[src/hdl/adcsq_pkg.sv]
// Package for the conversion sequencer: offsets, fields, reset values, types.
// Assumes a classic Wishbone bus with 32-bit data and byte addresses.
// Operation
// - Start bit begins conversion, reads busy
// - Completion clears start, sets done, loads
// - Eight-bit result by successive approximation
// - Done flag set regardless of irq enable
// - Start cleared early aborts, fill undecided bits
// - Reset restores bits, stops converter
// - RC clock delays start one cycle
// - Sleep without RC clock aborts conversion
// - Sleep with RC clock completes, may wake
// - Interrupt only when irq enable set
// - Wake resumes; vector needs global, peripheral
// - Reference selectable internal or external
// - Channel code routes inputs, 1111 reference
// - Special event trigger sets start bit
package adcsq_pkg;
   localparam logic [7:0] ADCSQ_OFF_CTRL0  = 8'h00;
   localparam logic [7:0] ADCSQ_OFF_CTRL1  = 8'h04;
   localparam logic [7:0] ADCSQ_OFF_RESULT = 8'h08;
   localparam logic [7:0] ADCSQ_OFF_STATUS = 8'h0C;
   localparam logic [7:0] ADCSQ_OFF_MASK   = 8'h10;
   localparam logic [7:0] ADCSQ_OFF_IRQCTL = 8'h14;
   localparam int ADCSQ_BIT_ENABLE = 0;
   localparam int ADCSQ_BIT_START  = 1;
   localparam int ADCSQ_POS_CHAN   = 2;
   localparam int ADCSQ_BIT_RCCLK  = 0;
   localparam int ADCSQ_BIT_EXTREF = 1;
   localparam int ADCSQ_BIT_DONE   = 0;
   localparam int ADCSQ_BIT_ABORT  = 1;
   localparam int ADCSQ_BIT_GIE    = 0;
   localparam int ADCSQ_BIT_PERIPHERAL_IRQ_ENABLE   = 1;
   localparam logic [7:0] ADCSQ_RST_CTRL0 = 8'h00;
   localparam logic [7:0] ADCSQ_RST_CTRL1 = 8'h00;
   localparam logic [3:0] ADCSQ_CHAN_RSVD  = 4'hE;
   localparam logic [3:0] ADCSQ_CHAN_FVREF = 4'hF;
   localparam int ADCSQ_RES_BITS = 8;
   localparam int ADCSQ_RC_DELAY_CYC = 1;
   localparam int ADCSQ_NUM_EVT = 2;

   typedef enum logic [1:0] {ADCSQ_IDLE, ADCSQ_DELAY, ADCSQ_CONV} adcsq_state_e;

   typedef struct packed {
      logic [3:0] chan;
      logic       start;
      logic       enable;
   } adcsq_ctrl_s;

   typedef struct packed {
      logic [7:0]  adr;
      logic        we;
      logic [3:0]  sel;
      logic [31:0] dat;
      logic        req;
   } adcsq_wbreq_s;
endpackage

[src/hdl/adcsq_sar.sv]
// Successive-approximation step engine, one bit decided per clock.
// Assumes comparator output is synchronous and answers the trial code.
`timescale 1ns/1ps
module adcsq_sar
   import adcsq_pkg::*;
#(
   parameter int W = ADCSQ_RES_BITS
)(
   input  wire logic         mclk,
   input  wire logic         srst,
   input  wire logic         go,
   input  wire logic         stop,
   input  wire logic         cmp_hi,
   output logic [W-1:0]      trial,
   output logic [W-1:0]      value,
   output logic              busy,
   output logic              done
);
   typedef struct packed {
      logic [W-1:0] code;
      logic [W-1:0] bitp;
      logic [W-1:0] res;
      logic         busy;
      logic         done;
   } adcsq_sar_s;
   adcsq_sar_s st_reg, st_next;
   logic [W-1:0] filled;
   logic         lastb;

   always_comb
   begin
      st_next = st_reg;
      st_next.done = 1'b0;
      lastb = |(st_reg.code & (st_reg.bitp << 1));
      filled = st_reg.code;
      for (int i = 0; i < W; i++)
      begin
         if ((st_reg.bitp >> i) != '0)
         begin
            filled[i] = lastb;
         end
      end
      if (stop || !st_reg.busy)
      begin
         st_next.busy = 1'b0;
         if (stop && st_reg.busy)
         begin
            st_next.res = (st_reg.bitp == {1'b1, {(W-1){1'b0}}}) ? st_reg.code : filled;
         end
         if (go && !stop)
         begin
            st_next.busy = 1'b1;
            st_next.bitp = {1'b1, {(W-1){1'b0}}};
            st_next.code = '0;
         end
      end
      else
      begin
         st_next.code = st_reg.code | (cmp_hi ? st_reg.bitp : '0);
         st_next.bitp = st_reg.bitp >> 1;
         if (st_reg.bitp[0])
         begin
            st_next.busy = 1'b0;
            st_next.done = 1'b1;
            st_next.res = st_reg.code | (cmp_hi ? st_reg.bitp : '0);
         end
      end
      if (srst)
      begin
         st_next = '0;
      end
   end

   always_ff @(posedge mclk)
   begin
      st_reg <= st_next;
   end

   assign trial = st_reg.code | st_reg.bitp;
   assign value = st_reg.res;
   assign busy = st_reg.busy;
   assign done = st_reg.done;
endmodule

[src/hdl/adcsq_top.sv]
// Conversion sequencer top: control registers, start/abort/sleep logic, irq.
// Assumes an external comparator and analog mux driven by the outputs here.
`timescale 1ns/1ps
module adcsq_top
   import adcsq_pkg::*;
#(
   parameter int W = ADCSQ_RES_BITS
)(
   input  wire logic         mclk,
   input  wire logic         srst,
   input  wire logic         wb_cyc_i,
   input  wire logic         wb_stb_i,
   input  wire logic         wb_we_i,
   input  wire logic [7:0]   wb_adr_i,
   input  wire logic [3:0]   wb_sel_i,
   input  wire logic [31:0]  wb_dat_i,
   output logic [31:0]       wb_dat_o,
   output logic              wb_ack_o,
   input  wire logic         cmp_hi,
   input  wire logic         special_trig,
   input  wire logic         sleep_exec,
   output logic [W-1:0]      dac_code,
   output logic [3:0]        mux_chan,
   output logic              mux_fvref,
   output logic              ref_external,
   output logic              conv_power,
   output logic              wake,
   output logic              irq_vector,
   output logic              irq
);
   typedef struct packed {
      adcsq_ctrl_s  ctrl;
      logic         rcclk;
      logic         extref;
      logic         global_irq_enable;
      logic         peripheral_irq_enable;
      logic [ADCSQ_NUM_EVT-1:0] status;
      logic [ADCSQ_NUM_EVT-1:0] mask;
      logic [W-1:0] result;
      adcsq_state_e state;
      logic         asleep;
      logic         powered;
      logic         wake;
      logic [31:0]  rdata;
   } adcsq_top_s;
   adcsq_top_s st_reg, st_next;
   adcsq_wbreq_s req;
   logic [W-1:0] sar_value;
   logic         sar_busy;
   logic         sar_done;
   logic         sar_go;
   logic         sar_stop;
   logic         wr;
   logic         start_req;
   logic [ADCSQ_NUM_EVT-1:0] evt;

   adcsq_wb u_wb (
      .mclk     (mclk),
      .srst     (srst),
      .wb_cyc_i (wb_cyc_i),
      .wb_stb_i (wb_stb_i),
      .wb_we_i  (wb_we_i),
      .wb_adr_i (wb_adr_i),
      .wb_sel_i (wb_sel_i),
      .wb_dat_i (wb_dat_i),
      .wb_ack_o (wb_ack_o),
      .req      (req)
   );

   adcsq_sar #(.W(W)) u_sar (
      .mclk   (mclk),
      .srst   (srst),
      .go     (sar_go),
      .stop   (sar_stop),
      .cmp_hi (cmp_hi),
      .trial  (dac_code),
      .value  (sar_value),
      .busy   (sar_busy),
      .done   (sar_done)
   );

   always_comb
   begin
      st_next = st_reg;
      st_next.wake = 1'b0;
      wr = req.req && req.we && req.sel[0];
      start_req = 1'b0;
      sar_go = 1'b0;
      sar_stop = 1'b0;
      evt = '0;
      // Control register write; start only when enable already set
      if (wr && req.adr == ADCSQ_OFF_CTRL0)
      begin
         st_next.ctrl.enable = req.dat[ADCSQ_BIT_ENABLE];
         st_next.ctrl.chan = req.dat[ADCSQ_POS_CHAN +: 4];
         if (!req.dat[ADCSQ_BIT_START])
         begin
            st_next.ctrl.start = 1'b0;
         end
         else if (st_reg.ctrl.enable && req.dat[ADCSQ_BIT_ENABLE])
         begin
            start_req = 1'b1;
         end
      end
      if (special_trig && st_reg.ctrl.enable)
      begin
         start_req = 1'b1;
      end
      if (start_req && !st_reg.ctrl.start)
      begin
         st_next.ctrl.start = 1'b1;
         st_next.powered = 1'b1;
         st_next.state = st_reg.rcclk ? ADCSQ_DELAY : ADCSQ_CONV;
         sar_go = !st_reg.rcclk;
      end
      if (wr && req.adr == ADCSQ_OFF_CTRL1)
      begin
         st_next.rcclk = req.dat[ADCSQ_BIT_RCCLK];
         st_next.extref = req.dat[ADCSQ_BIT_EXTREF];
      end
      if (wr && req.adr == ADCSQ_OFF_MASK)
      begin
         st_next.mask = req.dat[ADCSQ_NUM_EVT-1:0];
      end
      if (wr && req.adr == ADCSQ_OFF_IRQCTL)
      begin
         st_next.global_irq_enable = req.dat[ADCSQ_BIT_GIE];
         st_next.peripheral_irq_enable = req.dat[ADCSQ_BIT_PERIPHERAL_IRQ_ENABLE];
      end
      if (sleep_exec)
      begin
         st_next.asleep = 1'b1;
      end
      case (st_reg.state)
         ADCSQ_IDLE:
         begin
         end
         ADCSQ_DELAY:
         begin
            if (!st_next.ctrl.start || (sleep_exec && !st_reg.rcclk))
            begin
               st_next.state = ADCSQ_IDLE;
            end
            else
            begin
               sar_go = 1'b1;
               st_next.state = ADCSQ_CONV;
            end
         end
         ADCSQ_CONV:
         begin
            if (!st_next.ctrl.start || (sleep_exec && !st_reg.rcclk))
            begin
               sar_stop = 1'b1;
               st_next.ctrl.start = 1'b0;
               st_next.state = ADCSQ_IDLE;
               evt[ADCSQ_BIT_ABORT] = 1'b1;
               if (sleep_exec)
               begin
                  st_next.powered = 1'b0;
               end
            end
            else if (sar_done)
            begin
               st_next.ctrl.start = 1'b0;
               st_next.result = sar_value;
               evt[ADCSQ_BIT_DONE] = 1'b1;
               st_next.state = ADCSQ_IDLE;
               if (st_reg.asleep)
               begin
                  if (st_reg.mask[ADCSQ_BIT_DONE])
                  begin
                     st_next.wake = 1'b1;
                     st_next.asleep = 1'b0;
                  end
                  else
                  begin
                     st_next.powered = 1'b0;
                  end
               end
            end
         end
         default:
         begin
            st_next.state = ADCSQ_IDLE;
         end
      endcase
      // Abort result lands one cycle later from the SAR
      if (!sar_busy && st_reg.state == ADCSQ_IDLE && st_reg.status[ADCSQ_BIT_ABORT])
      begin
         st_next.result = sar_value;
      end
      if (wr && req.adr == ADCSQ_OFF_STATUS)
      begin
         st_next.status = st_reg.status & ~req.dat[ADCSQ_NUM_EVT-1:0];
      end
      st_next.status = st_next.status | evt;
      if (!st_next.ctrl.enable)
      begin
         st_next.powered = 1'b0;
      end
      case (req.adr)
         ADCSQ_OFF_CTRL0:  st_next.rdata = {26'h0, st_next.ctrl};
         ADCSQ_OFF_CTRL1:  st_next.rdata = {30'h0, st_reg.extref, st_reg.rcclk};
         ADCSQ_OFF_RESULT: st_next.rdata = {{(32-W){1'b0}}, st_reg.result};
         ADCSQ_OFF_STATUS: st_next.rdata = {30'h0, st_reg.status};
         ADCSQ_OFF_MASK:   st_next.rdata = {30'h0, st_reg.mask};
         ADCSQ_OFF_IRQCTL: st_next.rdata = {30'h0, st_reg.peripheral_irq_enable, st_reg.global_irq_enable};
         default:          st_next.rdata = 32'h0000_0000;
      endcase
      if (srst)
      begin
         st_next = '0;
         st_next.ctrl = adcsq_ctrl_s'(ADCSQ_RST_CTRL0[5:0]);
      end
   end

   always_ff @(posedge mclk)
   begin
      st_reg <= st_next;
   end

   assign wb_dat_o = st_reg.rdata;
   assign mux_chan = st_reg.ctrl.chan;
   assign mux_fvref = (st_reg.ctrl.chan == ADCSQ_CHAN_FVREF);
   assign ref_external = st_reg.extref;
   assign conv_power = st_reg.powered && st_reg.ctrl.enable;
   assign wake = st_reg.wake;
   assign irq = |(st_reg.status & st_reg.mask);
   assign irq_vector = irq && st_reg.global_irq_enable && st_reg.peripheral_irq_enable;
endmodule

[src/hdl/adcsq_wb.sv]
// Classic Wishbone slave front end: one registered ack per request.
// Assumes a single master holding the request until ack is seen.
`timescale 1ns/1ps
module adcsq_wb
   import adcsq_pkg::*;
(
   input  wire logic         mclk,
   input  wire logic         srst,
   input  wire logic         wb_cyc_i,
   input  wire logic         wb_stb_i,
   input  wire logic         wb_we_i,
   input  wire logic [7:0]   wb_adr_i,
   input  wire logic [3:0]   wb_sel_i,
   input  wire logic [31:0]  wb_dat_i,
   output logic              wb_ack_o,
   output adcsq_wbreq_s      req
);
   logic ack_reg, ack_next;

   always_comb
   begin
      ack_next = wb_cyc_i && wb_stb_i && !ack_reg;
      if (srst)
      begin
         ack_next = 1'b0;
      end
   end

   always_ff @(posedge mclk)
   begin
      ack_reg <= ack_next;
   end

   assign wb_ack_o = ack_reg;
   // Request acts at the acked edge only
   assign req = '{adr: wb_adr_i, we: wb_we_i, sel: wb_sel_i, dat: wb_dat_i, req: ack_reg};
endmodule

[config.mk]
export PLATFORM = sky130hd
export DESIGN_NAME = adcsq_top
export DESIGN_NICKNAME = d
export VERILOG_FILES = /design/src/hdl/adcsq_pkg.sv /design/src/hdl/adcsq_sar.sv /design/src/hdl/adcsq_top.sv /design/src/hdl/adcsq_wb.sv
export SDC_FILE = /design/constraint.sdc
export NUM_CORES = 1
export LEC_CHECK = 0
export ABC_AREA = 1
export BUFFER_PORTS_ARGS = -buffer_cell sky130_fd_sc_hd__buf_2
export CAP_MARGIN = 40
export CORE_UTILIZATION = 47
export DETAILED_ROUTE_END_ITERATION = 7
export PLACE_DENSITY = 0.78
export SLEW_MARGIN = 20
export SYNTH_ARGS = -nofsm -noshare
export SYNTH_HDL_FRONTEND = slang
export SYNTH_SLANG_ARGS = --single-unit
[constraint.sdc]
create_clock -name mclk -period 1.8 [get_ports mclk]
set_clock_uncertainty 0.05 [all_clocks]
set_input_delay 0.36 -clock mclk [delete_from_list [all_inputs] [get_ports mclk]]
set_output_delay 0.36 -clock mclk [all_outputs]
set_load 0.05 [all_outputs]
==> metrics.md, run 1 <==
| Metric | Value |
|---|---|
| CP peak stage delay | `about 0.33 ns` |
| Die Span Y | `between 80 and 90 um` |
| Number of synthesized register bits | `62` |
| Largest net degree at the start of global routing | `26` |
| # DRC | `0` |
| Final Hold Fails | `0` |
| Cts hold-fix bufs | `0` |
| Final design utilization | `between 50% and 60%` |
| Largest family of logic cells by synthesized area | `simple AND/OR/NAND/NOR gates` |
| Die X | `about 90 um` |
| Via-to-Cell Ratio | `slightly below 5` |
| Ports | `between 100 and 150` |
| Post-synth EDFFs | `0` |
| H-Tree Level Count | `3` |
| Core ar. | `0.00694 mm^2` |
| Fin nets | `about 620` |
| Critical path required time | `1.39 ns` |
| Worst R2R Path Depth | `7` |
| Crit path max-delay cell type | `dfxtp_1` |
| Routed WL | `7540 um` |
| Antenna violations before repair | `0` |
| DP Cell Count | `between 600 and 700` |
| Main area contributors after synthesis | `dfxtp_1 36%, nand2_1 11%, buf_4 8.1%` |
| Peak supply drop | `around 0.31 mV` |
| Yosys warns | `0` |
| Mux cell area share after synthesis | `0%` |
| Critical Path AT | `1.32 ns` |
| Top FF cell, synth | `dfxtp_1` |
| Leading area contributor after synthesis | `dfxtp_1` |
| Worst setup margin | `between 0.06 and 0.07 ns` |
| Run status | `finished clean` |
| Top-count cell post-synth | `nand2_1` |
| Routed len/inst | `11.2 um` |
| Synth top area share | `between 30% and 40%` |
| IO buf count | `49` |
| CTS tree | `done` |
| Final Setup Violations | `0` |
| P per Cell Area | `717 mW/mm^2` |
| Vias post-DR | `3,277` |
| Die ar. | `0.00768 mm^2` |
| Synth Area in Compound Gates | `14.2%` |
| Setup Slack @ Placement | `-0.191 ns` |
| FMAX | `a little under 0.6 GHz` |
| CTS clk-pin slew, worst paths | `approximately 0.08 ns` |
| RePlAce Congestion | `0.933` |
| Switching power share of the total | `approximately a quarter` |
| Met1 global-route usage | `between 20 and 25%` |
| Synth Area in Simple Gates | `a little under a third` |
| Ys async rst share | `0%` |
| Post-synthesis adder-cell area fraction | `0%` |
| FF-to-FF setup slack | `roughly 0.1 ns` |
| Syn avg cell area | `6.77 um^2` |
| 1st-pass router iterations | `6` |
| Hold WS | `~0.17 ns` |
| Clk pwr share | `45.1%` |
| XOR/XNOR Fraction of Synth Area | `0%` |
| R2R Path End | `wb_dat_o[0]$_SDFF_PP0_` |
| Cell Count, Final, Fillers Out | `about 670` |
| Mapped Area | `between 0.003 and 0.004 mm^2` |
| Part of the power in registers | `around 48%` |
| Rows | `30` |
| Num CTS Buffers | `9` |
| Area delta synth->final | `16.8%` |
| Met3 GRT Util | `5.28%` |
| Ant diodes | `0` |
| Post-synthesis cell type count | `31` |
| Internal | `between 2 and 2.5 mW` |
| Setup CP Type | `flip-flop to output pin` |
| Post-DP HPWL | `~5600 um` |
| Antenna viol nets, final | `0` |
| Global Route Usage Sum | `between 20% and 30%` |
| Crit end category | `output pin` |
| GRT overflow | `0` |
| Skew-Pair Late Insertion Delay | `0.35 ns` |
| Clock Path Buffers | `2` |
| Hold/Removal Path Class | `input pin to flip-flop` |
| Mapped Cells | `approximately 510` |
| Critical path cell sequence | `inv_1, nor4_2, clkbuf_4` |
| Drt first-iter violations | `roughly 150` |
| Gr busiest metal | `met2` |
| Clock sinks | `62` |
| CP max FO | `2` |
| Global-route track usage on met2 | `about 35%` |
| Max Cap Viol | `0` |
| Leak | `between 1.5 and 2 nW` |
| Clock root buffer | `clkbuf_8` |
| Worst reg2reg path startpoint | `u_wb.wb_ack_o$_SDFF_PP0_` |
| Starting density of the core | `49.6%` |
| Combinational share of power | `under 10%` |
| Crit path capture | `mux_fvref` |
| Final period util | `approximately 96%` |
| Crit path launch type | `flip-flop` |
| Fin crit period | `1.73 ns` |
| Register area share after synthesis | `36.0%` |
| RSZ-0062 raised after global routing | `yes` |
| Vias in the first global route | `2,878` |
| Max FFs per register | `21` |
| Start point of the critical path | `mux_chan[2]$_SDFF_PP0_` |
| First-pass GRT wire length | `between 10,000 and 15,000 um` |
| Layout cells sized above 1 | `between 20% and 30%` |
| Switching power | `around 750 uW` |
| Top post-synthesis cells by count | `104 x nand2_1, 70 x inv_1, 62 x dfxtp_1` |
| Slew Limit Fails | `0` |
## cell usage in the layout (no fill, tap or decap), types with 5 or more instances in the layout
cell	count
buf_4	30
inv_1	70
conb_1	24
o211ai_1	6
dfxtp_1	60
nand2_1	104
a21oi_1	34
buf_2	47
o21ai_0	32
nor3_1	5
a211oi_1	5
nor2_1	57
clkbuf_8	9
nand3_1	39
nand2_4	5
## area by class of cell
| type | count | area (um^2) |
|---|---|---|
| fill | 639 | 2920 |
| multi-input combinational | 346 | 1680 |
| sequential | 62 | 1250 |
| timing repair buffer | 80 | 499 |
| inverter | 71 | 267 |
| clock buffer | 10 | 149 |
| tap | 96 | 120 |
| clock inverter | 6 | 67.6 |
## what timing repair did
| item | CTS | global route |
|---|---|---|
| pin swaps | 0 | 2 |
| setup buffers | 0 | 0 |
| gates resized for setup | 3 | 8 |
| endpoints found under the setup margin | 1 | 19 |
## critical path, delay by kind of cell, from the launching register on
| kind | cells | cell delay [ns] |
|---|---|---|
| flip-flops | 1 | 0.33 |
| AND/OR/NAND/NOR | 1 | 0.29 |
| buffers and inverters | 2 | 0.35 |
## power groups by stage
| stage | Sequential, mW | Combinational (mW) | Clock, mW |
|---|---|---|---|
| after global placement | 1.41 | 0.206 | 0 |
| after global routing | 1.37 | 0.226 | 1.40 |
| final | 1.37 | 0.211 | 1.30 |
| after CTS | 1.37 | 0.209 | 1.33 |
| after floorplan | 1.41 | 0.193 | 0 |
| after detailed placement | 1.41 | 0.208 | 0 |
## layer usage
metal,routed length (um),vias up
met5,0,-
met4,188,0
met3,492,27
met2,3500,130
met1,3360,1431
li1,-,1689
## stage by stage
| step | power [mW] | cell area (um^2) | setup TNS, ns |
|---|---|---|---|
| after CTS | 2.91 | 3990 | 0 |
| final | 2.89 | 4030 | 0 |
| after floorplan | 1.60 | 3550 | -0.283 |
| after global routing | 3.00 | 4030 | -0.0648 |
| after global placement | 1.61 | 3770 | -4.08 |
| after detailed placement | 1.61 | 3770 | -4.88 |
## cell families after synthesis
kind of cell / count (synthesis)
compound gates: 88
buf+inv: 124
flops: 62
simple gates: 234
other cells: 1
## worst min-delay path by stage
stage	startpoint	end	slack [ns]	cells after the start
2_1_floorplan	st_reg[43]$_SDFFE_PP0P_	wb_dat_o[6]$_SDFF_PP0_	0.37	2
4_1_cts	wb_stb_i	u_wb.wb_ack_o$_SDFF_PP0_	0.16	3
3_5_place_dp	u_wb.wb_ack_o$_SDFF_PP0_	u_wb.wb_ack_o$_SDFF_PP0_	0.36	1
3_3_place_gp	u_wb.wb_ack_o$_SDFF_PP0_	u_wb.wb_ack_o$_SDFF_PP0_	0.35	1
6_report	wb_stb_i	u_wb.wb_ack_o$_SDFF_PP0_	0.17	3
5_1_grt	wb_stb_i	u_wb.wb_ack_o$_SDFF_PP0_	0.17	3
Power figures use the tool's default switching activity.
==> run 2: changes to the inputs <==
--- a/config.mk
+++ b/config.mk
@@ -10,6 +10,7 @@
 export CAP_MARGIN = 40
 export CORE_UTILIZATION = 47
 export DETAILED_ROUTE_END_ITERATION = 7
+export GPL_TIMING_DRIVEN = 0
 export PLACE_DENSITY = 0.78
 export SLEW_MARGIN = 20
 export SYNTH_ARGS = -nofsm -noshare
==> metrics.md, run 2 (same netlist as run 1, synthesis figures left out) <==
| Metric | Value |
|---|---|
| Combinational share of power | `a little under a tenth` |
| Layout cells sized above 1 | `28.2%` |
| DP Cell Count | `just under 700` |
| Drt first-iter violations | `between 200 and 250` |
| Clk pwr share | `approximately two fifths` |
| RSZ-0062 raised after global routing | `yes` |
| Global Route Usage Sum | `22.2%` |
| Clock root buffer | `clkbuf_8` |
| Fin crit period | `~1.9 ns` |
| Crit end category | `flip-flop` |
| IO buf count | `49` |
| Setup Slack @ Placement | `-0.333 ns` |
| Final period util | `103%` |
| Worst setup margin | `-0.0623 ns` |
| Ports | `103` |
| Commonest non-fill, non-tap cells in the layout | `98 x nand2_1, 68 x inv_1, 60 x dfxtp_1` |
| Skew-Pair Late Insertion Delay | `0.34 ns` |
| Setup CP Type | `flip-flop to flip-flop` |
| Peak supply drop | `between 0.4 and 0.5 mV` |
| Worst Tran Pin Value | `0.633 ns` |
| Switching power | `723 uW` |
| FILL cells | `616` |
| CTS tree | `done` |
| Area of the multi-input gates | `roughly 0.0018 mm^2` |
| Cell Count, Final, Fillers Out | `709` |
| Area delta synth->final | `28.3%` |
| Die X | `around 88 um` |
| FMAX | `approximately 0.54 GHz` |
| Max-slew headroom | `between 50 and 60%` |
| Switching power share of the total | `26.5%` |
| Antenna violations before repair | `0` |
| CTS clk-pin slew, worst paths | `around 0.07 ns` |
| Routed len/inst | `~12 um` |
| RePlAce Congestion | `roughly 0.94` |
| CP max FO | `6` |
| Critical Path AT | `slightly above 2 ns` |
| Rows | `30` |
| Sequential cell area | `~0.0012 mm^2` |
| Total Power | `~2.7 mW` |
| Via-to-Cell Ratio | `4.81` |
| Die ar. | `between 0.007 and 0.008 mm^2` |
| Starting density of the core | `about half` |
| Final Hold Fails | `0` |
| Routed WL | `around 8600 um` |
| Die Span Y | `approximately 90 um` |
| Ant diodes | `0` |
| Final Setup Violations | `13` |
| Number of cells on the worst hold path | `3` |
| P per Cell Area | `around 620 mW/mm^2` |
| Post-DP HPWL | `6010 um` |
| Fin nets | `~660` |
| Commonest non-fill, non-tap cell in the layout | `nand2_1` |
| Clock sinks | `62` |
| Cts hold-fix bufs | `0` |
| Vias in the first global route | `2,852` |
| First-pass GRT wire length | `around 13,000 um` |
| Largest net degree at the start of global routing | `11` |
| Failing checks | `negative setup slack` |
| Clock Path Buffers | `2` |
| Max Cap Viol | `0` |
| Leak | `approximately 2 nW` |
| FF-to-FF setup slack | `-0.06 ns` |
| Antenna viol nets, final | `0` |
| Slew Limit Fails | `0` |
| Critical path required time | `between 1.5 and 2 ns` |
| Internal | `2.00 mW` |
| H-Tree Level Count | `3` |
| Crit path launch type | `flip-flop` |
| Vias post-DR | `3,412` |
| Hold/Removal Path Class | `input pin to flip-flop` |
| Worst R2R Path Depth | `13` |
| # DRC | `0` |
| Part of the power in registers | `between 50% and 60%` |
| Core ar. | `roughly 0.0069 mm^2` |
| Num CTS Buffers | `9` |
| Run status | `finished with violations` |
| Max FFs per register | `21` |
| 1st-pass router iterations | `6` |
| GRT overflow | `0` |
-- run 2: final timing paths --
check	from	end
min reg2reg	u_wb.wb_ack_o$_SDFF_PP0_	u_wb.wb_ack_o$_SDFF_PP0_
max reg2reg	u_wb.wb_ack_o$_SDFF_PP0_	u_sar.value[3]$_SDFFE_PP0P_
min	wb_stb_i	u_wb.wb_ack_o$_SDFF_PP0_
max	u_wb.wb_ack_o$_SDFF_PP0_	u_sar.value[3]$_SDFFE_PP0P_
-- run 2: per-stage QoR --
stage / hold WS, ns / util [%] / area (um^2) / TNS (ns)
floorplan: 0.374 / - / 3550 / -0.283
global placement: 0.354 / 56.4 / 3920 / -8.02
detailed placement: 0.358 / 56.4 / 3920 / -9.11
CTS: 0.165 / 59.0 / 4100 / 0
global route: 0.169 / 63.7 / 4420 / -2.63
finish: 0.178 / 63.7 / 4420 / -0.391
-- run 2: final cells by class --
| cell class | instances | share of cell area, % |
|---|---|---|
| buffer | 53 | 9.31 |
| clock buffer | 11 | 3.42 |
| clock inverter | 4 | 0.509 |
| inverter | 71 | 6.14 |
| multi-input combinational | 346 | 40.0 |
| sequential | 62 | 28.2 |
| tap | 96 | 2.72 |
| timing repair buffer | 66 | 9.76 |
-- run 2: routing by layer --
layer | up-vias | wire (um) | track usage (%)
li1 | 1762 | - | -
met1 | 1486 | 3860 | 27.5
met2 | 147 | 4070 | 36.9
met3 | 17 | 513 | 4.24
met4 | 0 | 160 | 11.2
met5 | - | 0 | 0
-- run 2: power groups by stage --
| stage | clock network (mW) | logic (mW) | registers [mW] |
|---|---|---|---|
| final | 1.10 | 0.254 | 1.38 |
| after global routing | 1.18 | 0.271 | 1.37 |
| after CTS | 1.11 | 0.245 | 1.38 |
| after detailed placement | 0 | 0.244 | 1.41 |
| after global placement | 0 | 0.242 | 1.41 |
| after floorplan | 0 | 0.193 | 1.41 |
-- run 2: worst max-delay path, stage by stage, from the launching register on --
cell     delay, ns
dfxtp_4       0.35
and3_4        0.17
buf_6         0.10
nand2_2       0.07
o21ai_4       0.15
nand2_4       0.08
nand2_4       0.11
nand2_8       0.08
buf_12        0.16
buf_4         0.13
nand3_1       0.09
nor2_1        0.05
nor2_1        0.12
nor2_1        0.05
-- run 2: repair_timing --
item / 4_1_cts / 5_1_grt
setup buffers: 0 / 14
endpoints found under the setup margin: 5 / 41
pin swaps: 0 / 13
gates resized for setup: 5 / 41
cloned: 0 / 3
